**src/logic/sfc_pkg.sv**
```systemverilog
/*
 * Shared constants, types and decoding for the serial flow-control block.
 * Assumes one system clock at 100 MHz and a synchronous active-low reset.
 */
`default_nettype none

package sfc_pkg;

    // ****************************************
    // Character codes and widths
    // ****************************************
    localparam int CHAR_W = 8;
    localparam logic [7:0] RESUME_CODE = 8'h11;
    localparam logic [7:0] STOP_CODE = 8'h13;
    localparam int BUF_DEPTH = 2;

    // ****************************************
    // Timing
    // ****************************************
    localparam int CLK_PERIOD_NS = 10;
    // Settle time before the ready line goes up
    localparam int SETTLE_NS = 200;
    localparam int SETTLE_CYCLES = (SETTLE_NS + CLK_PERIOD_NS - 1) / CLK_PERIOD_NS;
    localparam logic [5:0] SETTLE_LAST = 6'(SETTLE_CYCLES);

    // ****************************************
    // Reset values
    // ****************************************
    localparam logic RTS_RESET = 1'b0;
    localparam logic DTR_RESET = 1'b0;

    // Receive-side flow state for software handshaking
    typedef enum logic [1:0] {FC_OPEN, FC_STOP_DUE, FC_HELD, FC_RESUME_DUE} sfc_fc_type;

    // True for either handshake character
    function automatic logic sfc_is_flow_code(input logic [7:0] c);
        return (c == STOP_CODE) || (c == RESUME_CODE);
    endfunction

endpackage

`default_nettype wire

```
**src/logic/sfc_flow_ctrl.sv**
```systemverilog
/*
 * Flow control for the asynchronous serial port: request/clear-to-send lines,
 * optional stop/resume characters both ways, terminal-ready line.
 * Assumes a character receiver and transmitter around it that do the framing
 * and baud timing from their own rate; characters arrive and leave as bytes.
 */
`timescale 1ns/1ps
`default_nettype none

// Notes on behaviour
// - With software handshaking on, a stop character 19 is sent once the receive side is full.
// - After a stop character, a resume character 17 is sent once receiving is possible again.
// - With software handshaking on, a received stop halts data sending until a resume arrives.
// - Request-to-send is high whenever the block can take serial data from the host.
// - Request-to-send drops when the receive side is full, and the host must then hold off.
// - Data goes out only while clear-to-send is high and stops whenever it drops.
// - Terminal-ready goes high once the block is out of reset and ready to work.
// - The block is terminal equipment: it sends on transmit data and takes on receive data.
// - The link is asynchronous, each side timing characters from its own baud rate.
// - A setting turns software handshaking on or off; the line handshake is always active.
module sfc_flow_ctrl
(
    // Clock and reset
    input wire logic clk_sys,
    input wire logic nrst,
    // Configuration
    input wire logic sw_hs_en,
    // Modem lines
    output logic rts_out,
    input wire logic cts_in,
    output logic dtr_out,
    // Characters from the serial receiver
    input wire logic rx_char_valid,
    input wire logic [7:0] rx_char_data,
    // Toward the receive buffer memory
    output logic rxb_wr_valid,
    output logic [7:0] rxb_wr_data,
    input wire logic rxb_wr_ready,
    input wire logic rxb_full,
    // Data to send, from the instrument side
    input wire logic tx_in_valid,
    input wire logic [7:0] tx_in_data,
    output logic tx_in_ready,
    // Characters to the serial transmitter
    output logic txr_valid,
    output logic [7:0] txr_data,
    input wire logic txr_ready,
    // Status
    output logic rx_overrun
);

    // ****************************************
    // Declarations
    // ****************************************
    sfc_pkg::sfc_fc_type fc_state_ff, nxt_fc_state;
    logic paused_ff, nxt_paused;
    logic hold_valid_ff, nxt_hold_valid;
    logic hold_ctrl_ff, nxt_hold_ctrl;
    logic [7:0] hold_data_ff, nxt_hold_data;
    logic txr_valid_ff, nxt_txr_valid;
    logic [7:0] txr_data_ff, nxt_txr_data;
    logic tx_in_ready_ff, nxt_tx_in_ready;
    logic rts_ff, nxt_rts;
    logic overrun_ff, nxt_overrun;
    logic dev_ready;
    logic buf_in_valid, buf_in_ready;
    logic rx_full, is_hs_char;
    logic data_take, ctrl_take, tx_fire, ctrl_due, nxt_ctrl_due;

    // ****************************************
    // Power-on ready and receive buffering
    // ****************************************
    sfc_ready_gen i_sfc_ready_gen
    (
        .clk_sys(clk_sys),
        .nrst(nrst),
        .ready(dev_ready)
    );

    // Two entries absorb the receiver while the buffer memory stalls
    sfc_pair_buf i_sfc_pair_buf
    (
        .clk_sys(clk_sys),
        .nrst(nrst),
        .in_valid(buf_in_valid),
        .in_data(rx_char_data),
        .in_ready(buf_in_ready),
        .out_valid(rxb_wr_valid),
        .out_data(rxb_wr_data),
        .out_ready(rxb_wr_ready)
    );

    // ****************************************
    // Receive side
    // ****************************************
    // Full means no room in memory or in the small buffer ahead of it
    always_comb
    begin
        rx_full = rxb_full || !buf_in_ready;
        is_hs_char = sw_hs_en && sfc_pkg::sfc_is_flow_code(rx_char_data);
        buf_in_valid = rx_char_valid && !is_hs_char;
        // A serial byte cannot wait, so a byte with no room is flagged lost
        nxt_overrun = buf_in_valid && !buf_in_ready;
        nxt_paused = paused_ff;
        if (!sw_hs_en)
        begin
            nxt_paused = 1'b0;
        end
        else if (rx_char_valid && rx_char_data == sfc_pkg::STOP_CODE)
        begin
            nxt_paused = 1'b1;
        end
        else if (rx_char_valid && rx_char_data == sfc_pkg::RESUME_CODE)
        begin
            nxt_paused = 1'b0;
        end
        nxt_rts = dev_ready && !rx_full;
    end

    // ****************************************
    // Software handshake state
    // ****************************************
    // The pending character is dropped if the condition clears before it is loaded into the holding stage
    always_comb
    begin
        tx_fire = txr_valid_ff && txr_ready;
        data_take = tx_in_ready_ff && tx_in_valid;
        ctrl_due = sw_hs_en && (fc_state_ff == sfc_pkg::FC_STOP_DUE ||
                                fc_state_ff == sfc_pkg::FC_RESUME_DUE);
        ctrl_take = !hold_valid_ff && ctrl_due && !data_take;
        nxt_fc_state = fc_state_ff;
        if (!sw_hs_en)
        begin
            nxt_fc_state = sfc_pkg::FC_OPEN;
        end
        else
        begin
            case (fc_state_ff)
                sfc_pkg::FC_OPEN:
                begin
                    if (rx_full)
                    begin
                        nxt_fc_state = sfc_pkg::FC_STOP_DUE;
                    end
                end
                sfc_pkg::FC_STOP_DUE:
                begin
                    if (ctrl_take)
                    begin
                        nxt_fc_state = sfc_pkg::FC_HELD;
                    end
                    else if (!rx_full)
                    begin
                        nxt_fc_state = sfc_pkg::FC_OPEN;
                    end
                end
                sfc_pkg::FC_HELD:
                begin
                    if (!rx_full)
                    begin
                        nxt_fc_state = sfc_pkg::FC_RESUME_DUE;
                    end
                end
                sfc_pkg::FC_RESUME_DUE:
                begin
                    if (ctrl_take)
                    begin
                        nxt_fc_state = sfc_pkg::FC_OPEN;
                    end
                    else if (rx_full)
                    begin
                        nxt_fc_state = sfc_pkg::FC_HELD;
                    end
                end
                default:
                begin
                    nxt_fc_state = sfc_pkg::FC_OPEN;
                end
            endcase
        end
        nxt_ctrl_due = sw_hs_en && (nxt_fc_state == sfc_pkg::FC_STOP_DUE ||
                                    nxt_fc_state == sfc_pkg::FC_RESUME_DUE);
    end

    // ****************************************
    // Transmit side
    // ****************************************
    // One holding stage; a data word taken in the same cycle wins over a due handshake character
    always_comb
    begin
        nxt_hold_valid = hold_valid_ff;
        nxt_hold_ctrl = hold_ctrl_ff;
        nxt_hold_data = hold_data_ff;
        if (tx_fire)
        begin
            nxt_hold_valid = 1'b0;
        end
        if (data_take)
        begin
            nxt_hold_valid = 1'b1;
            nxt_hold_ctrl = 1'b0;
            nxt_hold_data = tx_in_data;
        end
        else if (ctrl_take)
        begin
            nxt_hold_valid = 1'b1;
            nxt_hold_ctrl = 1'b1;
            nxt_hold_data = (fc_state_ff == sfc_pkg::FC_STOP_DUE) ?
                            sfc_pkg::STOP_CODE : sfc_pkg::RESUME_CODE;
        end
        nxt_txr_valid = hold_valid_ff && !tx_fire && cts_in &&
                        (hold_ctrl_ff || !paused_ff);
        nxt_txr_data = hold_data_ff;
        // Registered ready is a promise: a word offered against it is always taken
        nxt_tx_in_ready = !nxt_hold_valid && !nxt_ctrl_due;
    end

    // ****************************************
    // Registers
    // ****************************************
    always_ff @(posedge clk_sys)
    begin
        if (!nrst)
        begin
            fc_state_ff <= sfc_pkg::FC_OPEN;
            paused_ff <= 1'b0;
            hold_valid_ff <= 1'b0;
            hold_ctrl_ff <= 1'b0;
            hold_data_ff <= 8'h00;
            txr_valid_ff <= 1'b0;
            txr_data_ff <= 8'h00;
            tx_in_ready_ff <= 1'b0;
            rts_ff <= sfc_pkg::RTS_RESET;
            overrun_ff <= 1'b0;
        end
        else
        begin
            fc_state_ff <= nxt_fc_state;
            paused_ff <= nxt_paused;
            hold_valid_ff <= nxt_hold_valid;
            hold_ctrl_ff <= nxt_hold_ctrl;
            hold_data_ff <= nxt_hold_data;
            txr_valid_ff <= nxt_txr_valid;
            txr_data_ff <= nxt_txr_data;
            tx_in_ready_ff <= nxt_tx_in_ready;
            rts_ff <= nxt_rts;
            overrun_ff <= nxt_overrun;
        end
    end

    // Outputs straight from flops; framing lines live in the transmitter
    // no link clock, baud timing outside
    assign rts_out = rts_ff;
    assign dtr_out = dev_ready;
    assign txr_valid = txr_valid_ff;
    assign txr_data = txr_data_ff;
    assign tx_in_ready = tx_in_ready_ff;
    assign rx_overrun = overrun_ff;

    // ****************************************
    // Checks
    // ****************************************
    stop_due_a: assert property (@(posedge clk_sys) disable iff (!nrst)
        sw_hs_en && fc_state_ff == sfc_pkg::FC_OPEN && rx_full
        |=> fc_state_ff == sfc_pkg::FC_STOP_DUE)
        else $error("stop not scheduled on full");
    stop_char_a: assert property (@(posedge clk_sys) disable iff (!nrst)
        ctrl_take && fc_state_ff == sfc_pkg::FC_STOP_DUE
        |=> hold_ctrl_ff && hold_data_ff == sfc_pkg::STOP_CODE)
        else $error("stop character not loaded");
    resume_due_a: assert property (@(posedge clk_sys) disable iff (!nrst)
        sw_hs_en && fc_state_ff == sfc_pkg::FC_HELD && !rx_full
        |=> fc_state_ff == sfc_pkg::FC_RESUME_DUE ##0 ctrl_due)
        else $error("resume not scheduled");
    pause_set_a: assert property (@(posedge clk_sys) disable iff (!nrst)
        sw_hs_en && rx_char_valid && rx_char_data == sfc_pkg::STOP_CODE
        |=> paused_ff)
        else $error("stop from host ignored");
    paused_tx_a: assert property (@(posedge clk_sys) disable iff (!nrst)
        paused_ff && !hold_ctrl_ff |=> !txr_valid_ff)
        else $error("data sent while paused");
    cts_gate_a: assert property (@(posedge clk_sys) disable iff (!nrst)
        !cts_in |=> !txr_valid_ff)
        else $error("sent without clear-to-send");
    rts_full_a: assert property (@(posedge clk_sys) disable iff (!nrst)
        rx_full |=> !rts_out)
        else $error("request-to-send kept while full");
    rts_ready_a: assert property (@(posedge clk_sys) disable iff (!nrst)
        dev_ready && !rx_full |=> rts_out)
        else $error("request-to-send low while able");
    dtr_hold_a: assert property (@(posedge clk_sys) disable iff (!nrst)
        dtr_out |=> dtr_out [*3])
        else $error("ready line fell");
    code_drop_a: assert property (@(posedge clk_sys) disable iff (!nrst)
        sw_hs_en && rx_char_valid && sfc_pkg::sfc_is_flow_code(rx_char_data) &&
        !rxb_wr_valid |=> !rxb_wr_valid)
        else $error("handshake byte buffered");
    sw_off_a: assert property (@(posedge clk_sys) disable iff (!nrst)
        !sw_hs_en |=> fc_state_ff == sfc_pkg::FC_OPEN && !paused_ff)
        else $error("handshake state kept while disabled");

endmodule // sfc_flow_ctrl

`default_nettype wire

```
**src/logic/sfc_pair_buf.sv**
```systemverilog
/*
 * Two-entry buffer with valid and ready on both sides, all outputs registered.
 * Assumes the filler honours in_ready and the drainer may stall at will.
 */
`timescale 1ns/1ps
`default_nettype none

module sfc_pair_buf
(
    // Clock and reset
    input wire logic clk_sys,
    input wire logic nrst,
    // Filling side
    input wire logic in_valid,
    input wire logic [sfc_pkg::CHAR_W-1:0] in_data,
    output logic in_ready,
    // Draining side
    output logic out_valid,
    output logic [sfc_pkg::CHAR_W-1:0] out_data,
    input wire logic out_ready
);

    logic [sfc_pkg::CHAR_W-1:0] slot_ff [0:sfc_pkg::BUF_DEPTH-1];
    logic [sfc_pkg::CHAR_W-1:0] nxt_slot [0:sfc_pkg::BUF_DEPTH-1];
    logic [1:0] cnt_ff, nxt_cnt;
    logic in_ready_ff, nxt_in_ready;
    logic out_valid_ff, nxt_out_valid;
    logic push, pop;

    // ****************************************
    // Next state: pop shifts toward slot 0
    // ****************************************
    always_comb
    begin
        push = in_valid && in_ready_ff;
        pop = out_valid_ff && out_ready;
        nxt_slot = slot_ff;
        nxt_cnt = cnt_ff;
        if (pop)
        begin
            nxt_slot[0] = slot_ff[1];
            nxt_cnt = cnt_ff - 2'h1;
        end
        if (push)
        begin
            nxt_slot[nxt_cnt[0]] = in_data;
            nxt_cnt = nxt_cnt + 2'h1;
        end
        // Ready is registered, so it reflects the count of next cycle
        nxt_in_ready = (nxt_cnt != 2'(sfc_pkg::BUF_DEPTH));
        nxt_out_valid = (nxt_cnt != 2'h0);
    end

    always_ff @(posedge clk_sys)
    begin
        if (!nrst)
        begin
            cnt_ff <= 2'h0;
            in_ready_ff <= 1'b0;
            out_valid_ff <= 1'b0;
            slot_ff[0] <= 8'h00;
            slot_ff[1] <= 8'h00;
        end
        else
        begin
            cnt_ff <= nxt_cnt;
            in_ready_ff <= nxt_in_ready;
            out_valid_ff <= nxt_out_valid;
            slot_ff <= nxt_slot;
        end
    end

    assign in_ready = in_ready_ff;
    assign out_valid = out_valid_ff;
    assign out_data = slot_ff[0];

endmodule // sfc_pair_buf

`default_nettype wire

```
**src/logic/sfc_ready_gen.sv**
```systemverilog
/*
 * Power-on ready generator: raises the ready level a fixed settle time after reset.
 * Assumes reset is held while supplies come up.
 */
`timescale 1ns/1ps
`default_nettype none

module sfc_ready_gen
(
    // Clock and reset
    input wire logic clk_sys,
    input wire logic nrst,
    // Ready level
    output logic ready
);

    logic [5:0] cnt_ff, nxt_cnt;
    logic ready_ff, nxt_ready;

    // Count up once, then stay ready until the next reset
    always_comb
    begin
        nxt_cnt = cnt_ff;
        if (cnt_ff != sfc_pkg::SETTLE_LAST)
        begin
            nxt_cnt = cnt_ff + 6'h01;
        end
        nxt_ready = (cnt_ff == sfc_pkg::SETTLE_LAST);
    end

    always_ff @(posedge clk_sys)
    begin
        if (!nrst)
        begin
            cnt_ff <= 6'h00;
            ready_ff <= sfc_pkg::DTR_RESET;
        end
        else
        begin
            cnt_ff <= nxt_cnt;
            ready_ff <= nxt_ready;
        end
    end

    assign ready = ready_ff;

endmodule // sfc_ready_gen

`default_nettype wire

```
**config.mk**
```make
export PLATFORM = sky130hd
export DESIGN_NAME = sfc_flow_ctrl
export DESIGN_NICKNAME = d
export VERILOG_FILES = /design/src/logic/sfc_pkg.sv /design/src/logic/sfc_flow_ctrl.sv /design/src/logic/sfc_pair_buf.sv /design/src/logic/sfc_ready_gen.sv
export SDC_FILE = /design/constraint.sdc
export NUM_CORES = 1
export LEC_CHECK = 0
export BUFFER_PORTS_ARGS = -buffer_cell sky130_fd_sc_hd__buf_2
export CAP_MARGIN = 40
export CELL_PAD_IN_SITES_DETAIL_PLACEMENT = 2
export CELL_PAD_IN_SITES_GLOBAL_PLACEMENT = 2
export CORE_MARGIN = 1.5
export CORE_UTILIZATION = 29
export DETAILED_ROUTE_END_ITERATION = 8
export PLACE_DENSITY = 0.84
export SLEW_MARGIN = 20
export SYNTH_ARGS = -nofsm -noshare
export SYNTH_HDL_FRONTEND = slang
export SYNTH_SLANG_ARGS = --single-unit
```
**constraint.sdc**
```tcl
create_clock -name clk_sys -period 1.74 [get_ports clk_sys]
set_input_delay 0.174 -clock clk_sys [delete_from_list [all_inputs] [get_ports clk_sys]]
set_output_delay 0.174 -clock clk_sys [all_outputs]
set_load 0.02 [all_outputs]
```
==> results.md <==
Logic synthesis:
- The count of unique library cells instantiated by Yosys is 44.
- The proportion of synthesized flip-flops having asynchronous set or reset is 0%.
- The post-synthesis instance total is ~230.
- The dominant synthesized flop cell is sky130_fd_sc_hd__dfxtp_1.
- The share of synthesized area occupied by flip-flops and latches is 47.6%.
- The Yosys step of the flow raised 0 warnings.
- The average instance in the mapped netlist occupies 9.35 sq um.
- The synthesized design contains 0 enable-type register cells.
- The net count of the mapped netlist is 262.
- The synthesized design contains 52 register bits.
- The total standard cell area after synthesis is 0.00219 sq mm.

STA:
- Based on the critical path, the design can be clocked at up to roughly 600 MHz.
- The worst setup skew after layout is 5.80 ps.
- The minimum clock period after layout is 1670 ps.
- The share of the cycle needed by the critical path after routing is 95.9%.
- The worst slew margin relative to its limit is 74.3%.
- The max-slew violation count was 0.
- The final hold violation count came to 0.
- The transition time at the pin with the least slew margin is 386 ps.
- The number of endpoints failing setup at the final stage is 0.

Routing:
- The antenna violation net count after detailed routing is 0.
- In the final routed layout, each cell accounts on average for 18.5 microns.
- The DRC violation count after routing is 0.
- Using the TritonRoute via totals, the vias-per-cell ratio works out to 4.96.
- The overall via count from detail_route is between 1500 and 2000.
- The pre-antenna-repair detailed-routing pass consisted of 4 iterations.
- The detailed-route wire length is between 7000 and 8000 microns.
- The detailed router finished its first iteration with 74 violations.

Hold path:
- The min-delay analysis places its worst path in the category in2reg.

Floorplanning:
- The overall die area is about 0.0081 sq mm.
- In this run the core area contains 31 standard-cell rows.
- The initial core utilization is 30.0%.
- The standard cell core area is 0.00729 sq mm.
- The floorplan step set the die width to 89.8 microns.
- The die is 89.8 microns tall.
- The number of I/O pins is 47.

Worst setup path:
- The cell family contributing the most delay on the critical path is compound AO/OA/AOI/OAI gates.
- The path type of the worst setup path is reg2reg.
- In this run the worst path has a maximum fanout of 5.
- The peak per-stage delay on the critical path is 360 ps.
- Together, buffers and inverters on the worst path number 1.
- The startpoint type of the worst setup path is a flip-flop.
- Walking the worst path, the cells encountered are nand2_2, a21o_2, inv_1, ha_2, nand2b_1, a31oi_1, a211oi_2.
- The cell type of the slowest stage on the worst timing path is sky130_fd_sc_hd__dfxtp_1.
- The endpoint arrival time on the critical path is around 1900 ps.
- At the worst endpoint, the required time is 1940 ps.
- The element type at the critical path end is a flip-flop.

Clock network:
- CTS built an H-tree with a depth of 2.
- The clock tree buffer depth is 2.
- The clock insertion delay at the later pin of the skew report is 320 ps.
- The tree is rooted in a sky130_fd_sc_hd__clkbuf_8.
- Clock tree synthesis found a total of 52 sinks.
- The number of setup buffers added after CTS is 0.
- The total CTS buffers is 5.
- The clock transition time at the flip-flop clock pins of the worst setup and hold paths is 100 ps.
- The TritonCTS clock tree is yes.

Run:
- The number of max-cap violations is 0.

Final layout:
- For this run, the post-layout net count is between 300 and 400.
- The library cell used most frequently in the layout, excluding fill and tap cells, is sky130_fd_sc_hd__dfxtp_1.
- Compared with the post-synthesis result, the final layout area differs by 24.6%.
- Registers take 0.00104 sq mm.
- The final-layout fill cell count is ~830.
- The footprint of the multi-input gates is roughly 0.0010 sq mm.
- Leaving out fill and tap cells, the most frequent cells in the layout are sky130_fd_sc_hd__dfxtp_1 (50), sky130_fd_sc_hd__buf_2 (46), sky130_fd_sc_hd__buf_4 (24).
- Of the cells placed in the final design, the portion with a size suffix greater than 1 is a little under a third.
- The number of antenna diodes in the final layout is 0.
- The utilization after layout is between 30% and 40%.

Global route:
- The all-layer global routing usage is 18.4%.
- The first global-routing pass estimated around 12000 microns of wire.
- The via count of the first global-routing pass is 2198.
- Entering global routing, the biggest net connects 33 pins.
- The initial antenna violation count is 0.
- The global-route congestion overflow total is 0.

Power and ir drop:
- After layout, the design draws a total of 3070 uW.
- The largest voltage drop on the vdd net is 0.383 mV.
- The power density relative to cell area is 1130 mW/mm^2.
- The analysis attributes to cell leakage a power of 0.00112 uW.

Outcome:
- The run finished with clean final reports.

Place:
- Buffers placed on the I/O ports in this run total 46.
- Routability-driven placement finished with a final weighted congestion of between 0.7 and 0.8.
- The placed wire-length estimate is 5090 microns.
==> kinds of logic (layout without fill, tap and decap cells) <==
kind of cell | Yosys count | in the layout | synth area share [%]
AOI/OAI and AO/OA | 30 | 30 | 11.0
xor gates and xnor gates | 7 | 7 | 2.80
buffers and inverters | 25 | 83 | 6.01
muxes | 12 | 12 | 5.49
adders and majority gates | 3 | 3 | 1.72
DFF | 52 | 52 | 47.6
and+or+nand+nor | 105 | 105 | 25.3
==> synth_stat cells (2+ instances only) <==
master                     count  area [sq um]
sky130_fd_sc_hd__xor2_1        4          35.0
sky130_fd_sc_hd__and2_1       10          62.6
sky130_fd_sc_hd__clkbuf_1     11          41.3
sky130_fd_sc_hd__nor3_1       15          75.1
sky130_fd_sc_hd__nand2_1      23          86.3
sky130_fd_sc_hd__nor2_1       23          86.3
sky130_fd_sc_hd__nand3_1      16          80.1
sky130_fd_sc_hd__xnor2_1       3          26.3
sky130_fd_sc_hd__buf_4         8          60.1
sky130_fd_sc_hd__a311oi_1      8          70.1
sky130_fd_sc_hd__a21oi_1       7          35.0
sky130_fd_sc_hd__o21ai_0       2          10.0
sky130_fd_sc_hd__nand2b_1      3          18.8
sky130_fd_sc_hd__mux2i_1      12           120
sky130_fd_sc_hd__a211oi_1      3          22.5
sky130_fd_sc_hd__ha_1          3          37.5
sky130_fd_sc_hd__dfxtp_1      52          1040
sky130_fd_sc_hd__inv_1         5          18.8
==> through the flow <==
| step | setup TNS [ps] | hold WS [ps] | setup WS, ps | std cells | cell area [sq um] |
|---|---|---|---|---|---|
| 2_1_floorplan | 0 | 300 | 15.0 | 234 | 2200 |
| 3_3_place_gp | -172 | 416 | -107 | 383 | 2620 |
| 3_5_place_dp | -495 | 430 | -164 | 383 | 2620 |
| 4_1_cts | 0 | 83.3 | 7.42 | 391 | 2710 |
| 5_1_grt | -17.3 | 92.4 | -17.3 | 391 | 2730 |
| 6_report | 0 | 89.2 | 70.7 | 391 | 2730 |
==> worst register-to-register path: stages, from the launching register on <==
cell and delay, ps:
sky130_fd_sc_hd__dfxtp_1 360, sky130_fd_sc_hd__nand2_2 60, sky130_fd_sc_hd__a21o_2 200, sky130_fd_sc_hd__inv_1 100, sky130_fd_sc_hd__ha_2 310, sky130_fd_sc_hd__nand2b_1 210, sky130_fd_sc_hd__a31oi_1 210, sky130_fd_sc_hd__a211oi_2 100
==> path summary, 6_finish.rpt <==
path | endpoint | cells past startpoint | slack [ps] | start
worst max-delay path | i_sfc_pair_buf.in_ready$_SDFF_PN0_ | 7 | 70 | i_sfc_pair_buf.in_ready$_SDFF_PN0_
worst min-delay path | hold_data_ff[2]$_SDFFE_PN0P_ | 3 | 90 | tx_in_data[2]
worst max register to register | i_sfc_pair_buf.in_ready$_SDFF_PN0_ | 7 | 70 | i_sfc_pair_buf.in_ready$_SDFF_PN0_
worst min register to register | txr_data[3]$_SDFF_PN0_ | 1 | 470 | hold_data_ff[3]$_SDFFE_PN0P_
==> timing repair <==
action | 4_1_cts | 5_1_grt
gates cloned | 0 | 0
hold buffers | 0 | 0
gates resized for setup | 1 | 5
endpoints found under the setup margin | 1 | 2
==> per-layer routing <==
metal / GRT usage, % / part of all wire (%) / routed length (microns) / up-vias
met3: 3.64 / 2.8 / 201 / 14
met5: 0 / 0 / 0 / -
met4: 7.80 / 2.8 / 202 / 0
met2: 34.9 / 55 / 3970 / 35
met1: 19.8 / 40 / 2870 / 968
li1: - / - / - / 923
==> area by class of cell <==
cell class	count	area share, %
inverter	5	0.689
tap	99	4.55
multi-input combinational	157	38.2
sequential	52	38.3
clock inverter	2	0.597
timing repair buffer	70	15.1
clock buffer	6	2.66
==> power breakdown <==
part | switching (uW) | internal, uW
clock network | 427 | 287
logic | 533 | 399
registers | 93.1 | 1330
Note: power is estimated with default switching activity, not from simulation.
